===== src/core/frr_pkg.sv =====
// package: register codes, field layouts and timing for the fault retry response block
package frr_pkg;
    // command codes of the registers this block touches
    localparam logic [7:0] CMD_OV_WARN_THRESHOLD = 8'h42;
    localparam logic [7:0] CMD_DELAY_UNIT = 8'hD2;
    // fault response byte layout
    localparam int RESP_HI = 7;
    localparam int RESP_LO = 6;
    localparam int RETRY_HI = 5;
    localparam int RETRY_LO = 3;
    localparam int DELAY_HI = 2;
    localparam int DELAY_LO = 0;
    // response modes
    localparam logic [1:0] RESP_IGNORE = 2'h0;
    localparam logic [1:0] RESP_RUN_DELAY = 2'h1;
    localparam logic [1:0] RESP_SHUTDOWN = 2'h2;
    localparam logic [1:0] RESP_WHILE_PRESENT = 2'h3;
    // retry codes
    localparam logic [2:0] RETRY_NONE = 3'h0;
    localparam logic [2:0] RETRY_ENDLESS = 3'h7;
    // reset values
    localparam logic [15:0] OV_WARN_RESET = 16'hFFFF;
    localparam logic [15:0] DELAY_UNIT_RESET = 16'h0001;
    // delay unit register counts clock cycles per unit in steps of this many ns
    localparam int UNIT_STEP_NS = 8;
    localparam int CLK_PERIOD_NS = 8;
    localparam logic [15:0] UNIT_STEP_CYC = 16'((UNIT_STEP_NS + CLK_PERIOD_NS - 1) / CLK_PERIOD_NS);
    // sequencer states, gray along run -> delay -> off -> gap
    typedef enum logic [2:0] {
        FRR_RUN = 3'h0,
        FRR_DELAY = 3'h1,
        FRR_OFF = 3'h3,
        FRR_GAP = 3'h2,
        FRR_LATCH = 3'h6,
        FRR_HOLD = 3'h7
    } frr_state_e;
endpackage : frr_pkg


===== src/core/frr_timer.sv =====
// file: delay timer counting 2**n units of a programmable unit length
`timescale 1ns/1ps
`default_nettype none
module frr_timer (
    input wire logic ref_clk, // system clock
    input wire logic rstn, // async reset, active low
    input wire logic start, // load and start a new delay
    input wire logic [2:0] exp_code, // delay field n
    input wire logic [15:0] unit_len, // unit length in steps
    output logic done // one-cycle pulse at end of delay
);
    logic [15:0] cyc_reg, cyc_next;
    logic [7:0] units_reg, units_next;
    logic run_reg, run_next;
    logic done_next;
    logic [15:0] unit_cyc;

    // a zero unit length would never tick, so clamp it to one step
    assign unit_cyc = (unit_len == 16'h0000) ? frr_pkg::UNIT_STEP_CYC : 16'(unit_len * frr_pkg::UNIT_STEP_CYC);

    // next values of the counters
    always_comb begin
        cyc_next = cyc_reg;
        units_next = units_reg;
        run_next = run_reg;
        done_next = 1'b0;
        if (start) begin
            units_next = 8'(8'h01 << exp_code);
            cyc_next = unit_cyc;
            run_next = 1'b1;
        end else if (run_reg) begin
            if (cyc_reg > 16'h0001) begin
                cyc_next = cyc_reg - 16'h0001;
            end else if (units_reg > 8'h01) begin
                units_next = units_reg - 8'h01;
                cyc_next = unit_cyc;
            end else begin
                run_next = 1'b0;
                done_next = 1'b1;
            end
        end
    end

    // registers only
    always_ff @(posedge ref_clk or negedge rstn) begin
        if (!rstn) begin
            cyc_reg <= 16'h0000;
            units_reg <= 8'h00;
            run_reg <= 1'b0;
            done <= 1'b0;
        end else begin
            cyc_reg <= cyc_next;
            units_reg <= units_next;
            run_reg <= run_next;
            done <= done_next;
        end
    end

    // code 0 loads exactly one unit
    unit_load_a: assert property (@(posedge ref_clk) disable iff (!rstn)
        start && exp_code == 3'h0 |=> units_reg == 8'h01)
        else $error("delay code 0 not one unit");
endmodule // frr_timer
`default_nettype wire


===== src/core/frr_core.sv =====
// file: fault response sequencer with retry control and overvoltage warning
`timescale 1ns/1ps
`default_nettype none
module frr_core (
    input wire logic ref_clk, // 125 MHz clock
    input wire logic rstn, // async reset, active low
    input wire logic reg_wr, // register write strobe
    input wire logic [7:0] reg_cmd, // command code of access
    input wire logic [15:0] reg_wdata, // write data
    output logic [15:0] reg_rdata, // read data for reg_cmd
    input wire logic [7:0] fault_resp, // fault response byte
    input wire logic fault_in, // fault condition present
    input wire logic other_fault, // another fault forcing shutdown
    input wire logic out_cmd_on, // output commanded on by pin and operation
    input wire logic bias_ok, // bias power present
    input wire logic clear_faults, // clear latched fault pulse
    input wire logic restart_ok, // restart attempt succeeded
    input wire logic [15:0] vout_meas, // measured output voltage
    output logic out_enable, // power stage enable
    output logic fault_latched, // fault latched, output held off
    output logic [2:0] retries_used, // restart attempts made, held at zero in endless mode
    output logic ov_warn // output above warning threshold
);
    frr_pkg::frr_state_e st_reg, st_next;
    logic [15:0] ov_thr_reg, ov_thr_next;
    logic [15:0] unit_reg, unit_next;
    logic [2:0] tries_reg, tries_next;
    logic out_en_next, latch_next, warn_next;
    logic [15:0] rdata_next;
    logic tmr_start, tmr_done;
    logic [1:0] resp;
    logic [2:0] retry_code;
    logic [2:0] delay_code;
    logic stop_all;

    assign resp = fault_resp[frr_pkg::RESP_HI:frr_pkg::RESP_LO];
    assign retry_code = fault_resp[frr_pkg::RETRY_HI:frr_pkg::RETRY_LO];
    assign delay_code = fault_resp[frr_pkg::DELAY_HI:frr_pkg::DELAY_LO];
    // endless retry ends on off command, bias loss or other fault
    assign stop_all = !out_cmd_on || !bias_ok || other_fault;

    // one timer serves run-on delay and retry gap
    frr_timer u_timer (
        .ref_clk(ref_clk),
        .rstn(rstn),
        .start(tmr_start),
        .exp_code(delay_code),
        .unit_len(unit_reg),
        .done(tmr_done)
    );

    // register file: writes and read mux
    always_comb begin
        ov_thr_next = ov_thr_reg;
        unit_next = unit_reg;
        rdata_next = 16'h0000;
        if (reg_wr && reg_cmd == frr_pkg::CMD_OV_WARN_THRESHOLD) begin
            ov_thr_next = reg_wdata;
        end
        if (reg_wr && reg_cmd == frr_pkg::CMD_DELAY_UNIT) begin
            unit_next = reg_wdata;
        end
        unique case (reg_cmd)
            frr_pkg::CMD_OV_WARN_THRESHOLD: rdata_next = ov_thr_reg;
            frr_pkg::CMD_DELAY_UNIT: rdata_next = unit_reg;
            default: rdata_next = 16'h0000;
        endcase
        // warning only, no effect on output
        warn_next = vout_meas > ov_thr_reg;
    end

    // sequencer next state
    always_comb begin
        st_next = st_reg;
        tries_next = tries_reg;
        tmr_start = 1'b0;
        out_en_next = out_enable;
        latch_next = fault_latched;
        unique case (st_reg)
            frr_pkg::FRR_RUN: begin
                out_en_next = out_cmd_on && bias_ok;
                tries_next = 3'h0;
                if (fault_in) begin
                    unique case (resp)
                        frr_pkg::RESP_IGNORE: st_next = frr_pkg::FRR_RUN;
                        frr_pkg::RESP_RUN_DELAY: begin
                            tmr_start = 1'b1;
                            st_next = frr_pkg::FRR_DELAY;
                        end
                        frr_pkg::RESP_SHUTDOWN: begin
                            out_en_next = 1'b0;
                            st_next = frr_pkg::FRR_OFF;
                        end
                        frr_pkg::RESP_WHILE_PRESENT: begin
                            out_en_next = 1'b0;
                            st_next = frr_pkg::FRR_HOLD;
                        end
                    endcase
                end
            end
            frr_pkg::FRR_DELAY: begin
                if (!fault_in) begin
                    st_next = frr_pkg::FRR_RUN;
                end else if (tmr_done) begin
                    out_en_next = 1'b0;
                    st_next = frr_pkg::FRR_OFF;
                end
            end
            frr_pkg::FRR_OFF: begin
                // ends the one-cycle restart pulse of a failed attempt
                out_en_next = 1'b0;
                if (retry_code == frr_pkg::RETRY_NONE || stop_all) begin
                    latch_next = 1'b1;
                    st_next = frr_pkg::FRR_LATCH;
                end else if (retry_code != frr_pkg::RETRY_ENDLESS && tries_reg >= retry_code) begin
                    latch_next = 1'b1;
                    st_next = frr_pkg::FRR_LATCH;
                end else begin
                    tmr_start = 1'b1;
                    st_next = frr_pkg::FRR_GAP;
                end
            end
            frr_pkg::FRR_GAP: begin
                if (stop_all) begin
                    latch_next = 1'b1;
                    st_next = frr_pkg::FRR_LATCH;
                end else if (tmr_done) begin
                    // restart attempt begins here
                    out_en_next = 1'b1;
                    if (retry_code != frr_pkg::RETRY_ENDLESS) begin
                        tries_next = tries_reg + 3'h1;
                    end
                    if (restart_ok && !fault_in) begin
                        st_next = frr_pkg::FRR_RUN;
                    end else begin
                        // failed attempt keeps the stage on for one cycle, else no attempt is really made
                        st_next = frr_pkg::FRR_OFF;
                    end
                end
            end
            frr_pkg::FRR_LATCH: begin
                // held off until the fault is cleared or bias is lost
                out_en_next = 1'b0;
                if (clear_faults || !bias_ok) begin
                    latch_next = 1'b0;
                    st_next = frr_pkg::FRR_RUN;
                end
            end
            frr_pkg::FRR_HOLD: begin
                out_en_next = 1'b0;
                if (!fault_in) begin
                    st_next = frr_pkg::FRR_RUN;
                end
            end
            default: begin
                out_en_next = 1'b0;
                st_next = frr_pkg::FRR_RUN;
            end
        endcase
    end

    // all registers
    always_ff @(posedge ref_clk or negedge rstn) begin
        if (!rstn) begin
            st_reg <= frr_pkg::FRR_RUN;
            tries_reg <= 3'h0;
            out_enable <= 1'b0;
            fault_latched <= 1'b0;
            ov_thr_reg <= frr_pkg::OV_WARN_RESET;
            unit_reg <= frr_pkg::DELAY_UNIT_RESET;
            reg_rdata <= 16'h0000;
            ov_warn <= 1'b0;
        end else begin
            st_reg <= st_next;
            tries_reg <= tries_next;
            out_enable <= out_en_next;
            fault_latched <= latch_next;
            ov_thr_reg <= ov_thr_next;
            unit_reg <= unit_next;
            reg_rdata <= rdata_next;
            ov_warn <= warn_next;
        end
    end
    assign retries_used = tries_reg;

    // never more attempts than the finite code allows
    retry_bound_a: assert property (@(posedge ref_clk) disable iff (!rstn)
        retry_code != frr_pkg::RETRY_ENDLESS && st_reg != frr_pkg::FRR_RUN |-> tries_reg <= retry_code)
        else $error("too many retries");
    // latched state keeps output off
    latch_off_a: assert property (@(posedge ref_clk) disable iff (!rstn)
        st_reg == frr_pkg::FRR_LATCH |=> !out_enable)
        else $error("output on while latched");
    // gap start reloads the timer, so a stale done pulse cannot cut the gap short
    gap_start_a: assert property (@(posedge ref_clk) disable iff (!rstn)
        st_reg == frr_pkg::FRR_OFF && st_next == frr_pkg::FRR_GAP |=> st_reg == frr_pkg::FRR_GAP && !tmr_done)
        else $error("gap without timer");
    // endless mode stops on loss of bias
    endless_stop_a: assert property (@(posedge ref_clk) disable iff (!rstn)
        st_reg == frr_pkg::FRR_GAP && !bias_ok |=> st_reg == frr_pkg::FRR_LATCH)
        else $error("retry not stopped");
    // zero retry code goes straight to latch
    no_retry_a: assert property (@(posedge ref_clk) disable iff (!rstn)
        st_reg == frr_pkg::FRR_OFF && retry_code == frr_pkg::RETRY_NONE |=> fault_latched)
        else $error("retried on code 000");
    // shutdown response drops output next cycle
    shutdown_off_a: assert property (@(posedge ref_clk) disable iff (!rstn)
        st_reg == frr_pkg::FRR_RUN && fault_in && resp == frr_pkg::RESP_SHUTDOWN |=> !out_enable)
        else $error("no shutdown");
    // threshold write lands
    thr_write_a: assert property (@(posedge ref_clk) disable iff (!rstn)
        reg_wr && reg_cmd == frr_pkg::CMD_OV_WARN_THRESHOLD |=> ov_thr_reg == $past(reg_wdata))
        else $error("threshold lost");
    // warning follows compare
    warn_flag_a: assert property (@(posedge ref_clk) disable iff (!rstn)
        vout_meas > ov_thr_reg |=> ov_warn)
        else $error("warning missed");
endmodule // frr_core
`default_nettype wire


===== config.mk =====
export PLATFORM = sky130hd
export DESIGN_NAME = frr_core
export DESIGN_NICKNAME = d
export VERILOG_FILES = /design/src/core/frr_pkg.sv /design/src/core/frr_timer.sv /design/src/core/frr_core.sv
export SDC_FILE = /design/constraint.sdc
export NUM_CORES = 1
export LEC_CHECK = 0
export BUFFER_PORTS_ARGS = -buffer_cell sky130_fd_sc_hd__buf_2
export CAP_MARGIN = 30
export CORE_MARGIN = 8
export CORE_UTILIZATION = 57
export CTS_CLUSTER_DIAMETER = 40
export DETAILED_ROUTE_END_ITERATION = 10
export PLACE_DENSITY_LB_ADDON = 0.15
export SLEW_MARGIN = 40
export SYNTH_ARGS = -nofsm -noshare
export SYNTH_HDL_FRONTEND = slang
export SYNTH_SLANG_ARGS = --single-unit

===== constraint.sdc =====
create_clock -name ref_clk -period 2.75 [get_ports ref_clk]
set_clock_uncertainty 0.05 [all_clocks]
set_input_delay 0.55 -clock ref_clk [delete_from_list [all_inputs] [get_ports ref_clk]]
set_output_delay 0.55 -clock ref_clk [all_outputs]
set_load 0.01 [all_outputs]

==> summary.md <==
| Metric | Value |
|---|---|
| Status | `completed` |
| Input/output buffers | `78` |
| Critical Setup Path Class | `register to register` |
| Area Overhead vs Synth | `15.82%` |
| Clk Latency, worst-skew pair | `between 0.3 and 0.4 ns` |
| Cell area after placement | `about 5200 um2` |
| Initial DRC Count | `around 190` |
| Async set-reset flop share out of synthesis | `between 90% and 100%` |
| Crit path launch type | `register` |
| # DRC | `0` |
| Global-route wire length before repair | `~19000 um` |
| Ports | `approximately 80` |
| Max_slew headroom | `48.60%` |
| Final wirelength | `~11000 um` |
| All-layer global routing usage | `20.09%` |
| Syn Area/Cell | `10.66 um2` |
| Crit path capture type | `register` |
| Antenna violations before repair | `0` |
| Starting Density | `around 58%` |
| Minimum clock period | `2.621 ns` |
| Yosys cell types | `57` |
| Total Power | `4.062 mW` |
| Crit path buffers/inverters | `0` |
| Synthesized area | `4689 um2` |
| CTS tree | `built` |
| Die width | `106.7 um` |
| CP peak stage delay | `~0.64 ns` |
| Hold Crit Class | `input pin to asynchronous set/reset pin` |
| Syn Inst Count | `440` |
| Layout cells sized above 1 | `between 30% and 40%` |
| R2R Setup Slk | `0.13 ns` |
| Largest net degree at the start of global routing | `37` |
| Most used flip-flop cell after synthesis | `dfrtp_1` |
| Final instance area | `about 5400 um2` |
| Hold Fails Final Rpt | `0` |
| Core area | `around 8100 um2` |
| Number of antenna-violating nets in the routed design | `0` |
| Die height | `~110 um` |
| CP delay by family, top | `simple AND/OR/NAND/NOR gates` |
| Crit Reg-Reg Endpoint | `u_timer.cyc_reg[15]` |
| Pre-antenna DRT Iters | `4` |
| DPL Wire Length | `8093 um` |
| Fillers | `693` |
| EDFF count, synth | `0` |
| Crit path required time | `a little under 3 ns` |
| Setup TNS | `0 ns` |
| Clock tree buffer depth | `2` |
| Crit Path Max Fanout | `15` |
| Pin slew with the least headroom to its limit | `0.7710 ns` |
| Clock root buffer | `clkbuf_8` |
| Leakage | `approximately 2.6 nW` |
| Clock sink count | `83` |
| H-tree Lvls | `3` |
| Post-cts resize count | `0` |
| VDD IR-drop max | `0.0003267 V` |
| Reg2Reg Depth | `5` |
| Number of global-route vias before repair | `around 4000` |
| Crit path DAT | `between 2 and 3 ns` |
| Nets | `around 600` |
| Antenna fix cells | `0` |
| Slew Limit Fails | `0` |
| Reg2Reg Launch Point | `u_timer.units_reg[5]` |
| Unrepaired setup endpoints after global routing | `no` |
| Gr ovfl total | `0` |
| FMAX | `between 300 and 400 MHz` |
| Hold buffer count at cts | `0` |
| Slowest cell on crit path | `and2_1` |
| Max cap viols | `0` |
| Synth Net Count | `521` |
| Worst path cell trace | `or4_4 > or4_4 > nand3_4 > and2_1 > o22ai_1` |
| Period utilization | `a little over nine tenths` |
| Pwr Density | `747.8 nW/um2` |
| Wirelength per Cell | `~17 um` |
| CP most frequent cell | `or4_4` |
| Via-to-Cell Ratio | `~5.9` |
| Die ar. | `around 11000 um2` |
| Num CTS Buffers | `9` |
| Synthesized flop and latch total | `83` |
| Rows | `33` |
| Routability cong. | `roughly 0.85` |
| Post-synthesis sequential area ratio | `~45%` |
| Clk slew on worst S/H paths | `0.08 ns` |
| Final Util | `67.12%` |
| Yosys Warn Count | `0` |
| Vias after detailed routing | `roughly 3700` |
| # Post-CTS Setup Buffers | `0` |
| Setup violators final | `0` |
==> kinds of logic (layout without fill, tap and decap cells) <==
kind of cell	after synthesis	in the layout	share of synthesized area [%]
AND/OR/NAND/NOR	114	114	13.71
XOR/XNOR	8	8	1.494
multiplexers	43	43	10.19
adder cells (fa/ha/maj)	24	24	6.403
AO/OA/AOI/OAI	117	117	18.65
buffers and inverters	51	133	4.802
flip-flops	83	83	44.74
==> per-layer routing <==
| metal | up-vias | share of wire, % | track usage (%) |
|---|---|---|---|
| met5 | - | 0 | 0 |
| met4 | 0 | 1.8 | 7.236 |
| li1 | 1784 | - | - |
| met3 | 17 | 4.7 | 3.359 |
| met1 | 1789 | 45 | 25.26 |
| met2 | 112 | 49 | 34.01 |
==> how the worst max path moves through the flow <==
stage                               from              endpoint  cells after the start
CTS                 u_timer.units_reg[5]   u_timer.cyc_reg[15]                      5
floorplan                  fault_resp[3]  u_timer.units_reg[4]                      8
detailed placement         fault_resp[3]    u_timer.cyc_reg[8]                      8
global route        u_timer.units_reg[4]   u_timer.cyc_reg[15]                      5
finish              u_timer.units_reg[5]   u_timer.cyc_reg[15]                      5
global placement           fault_resp[3]   u_timer.cyc_reg[13]                      8
==> Yosys cell counts, types with 2 or more instances <==
cell type | instances | area share [%]
dfrtp_1 | 66 | 35
mux2_2 | 38 | 9.1
inv_1 | 31 | 2.5
nand2_1 | 26 | 2.1
ha_1 | 24 | 6.4
nor2_1 | 23 | 1.8
a21oi_1 | 19 | 2.0
a22o_1 | 17 | 3.2
dfstp_2 | 17 | 9.5
o21ai_0 | 15 | 1.6
clkbuf_1 | 14 | 1.1
o22ai_1 | 14 | 1.9
nand3_1 | 10 | 1.1
a31oi_1 | 9 | 1.2
a2bb2oi_2 | 8 | 2.6
nor3_1 | 8 | 0.85
nor4_1 | 8 | 1.1
a21o_1 | 7 | 1.1
a2bb2oi_1 | 7 | 1.3
nand4_1 | 7 | 0.93
xnor2_1 | 7 | 1.3
o21a_1 | 6 | 0.96
mux2i_1 | 5 | 1.1
and2_1 | 4 | 0.53
nor2b_1 | 3 | 0.40
o31ai_1 | 3 | 0.48
or4_1 | 3 | 0.48
or4_4 | 3 | 0.72
a41oi_1 | 2 | 0.37
and3_1 | 2 | 0.27
buf_2 | 2 | 0.21
buf_6 | 2 | 0.48
nand2b_1 | 2 | 0.27
nand3b_1 | 2 | 0.32
o22ai_2 | 2 | 0.53
o41ai_1 | 2 | 0.37
or2_2 | 2 | 0.27
==> area by class of cell <==
class	count	area (um2)	share of cell area, %
clock inverters	6	112.6	2.073
flip-flops and latches	83	2098	38.63
well taps	105	131.4	2.419
multi-input cells	306	2370	43.63
clock buffers	10	137.6	2.534
repair buffers	86	465.4	8.569
inverters	31	116.4	2.142
==> through the flow <==
step                      setup slack [ns]  cells  hold WS (ns)
after floorplan                     0.4429    440        0.2044
after global placement              0.1533    611        0.4934
after detailed placement           0.06742    611        0.4915
after CTS                           0.1182    627        0.1142
after global routing               0.01531    627        0.1412
final                               0.1287    627        0.1034
==> placed cells by master, fill, tap and decap left out, drive strengths merged, types with 5 or more instances in the layout <==
cell and count:
a21o 7, a21oi 19, a22o 17, a2bb2oi 15, a31oi 9, and2 5
buf 86, clkbuf 10, dfrtp 66, dfstp 17, ha 24, inv 31
mux2 38, mux2i 5, nand2 26, nand3 11, nand4 7, nor2 23
nor3 9, nor4 10, o21a 6, o21ai 15, o22ai 16, or4 6
xnor2 7
==> report_power, final <==
part	internal [mW]	total (mW)	leakage (nW)	switching (mW)
Clock	0.630	1.07	0.126	0.440
Sequential	1.47	1.80	1.03	0.334
Combinational	0.594	1.19	1.40	0.597
Power figures use the tool's default switching activity.
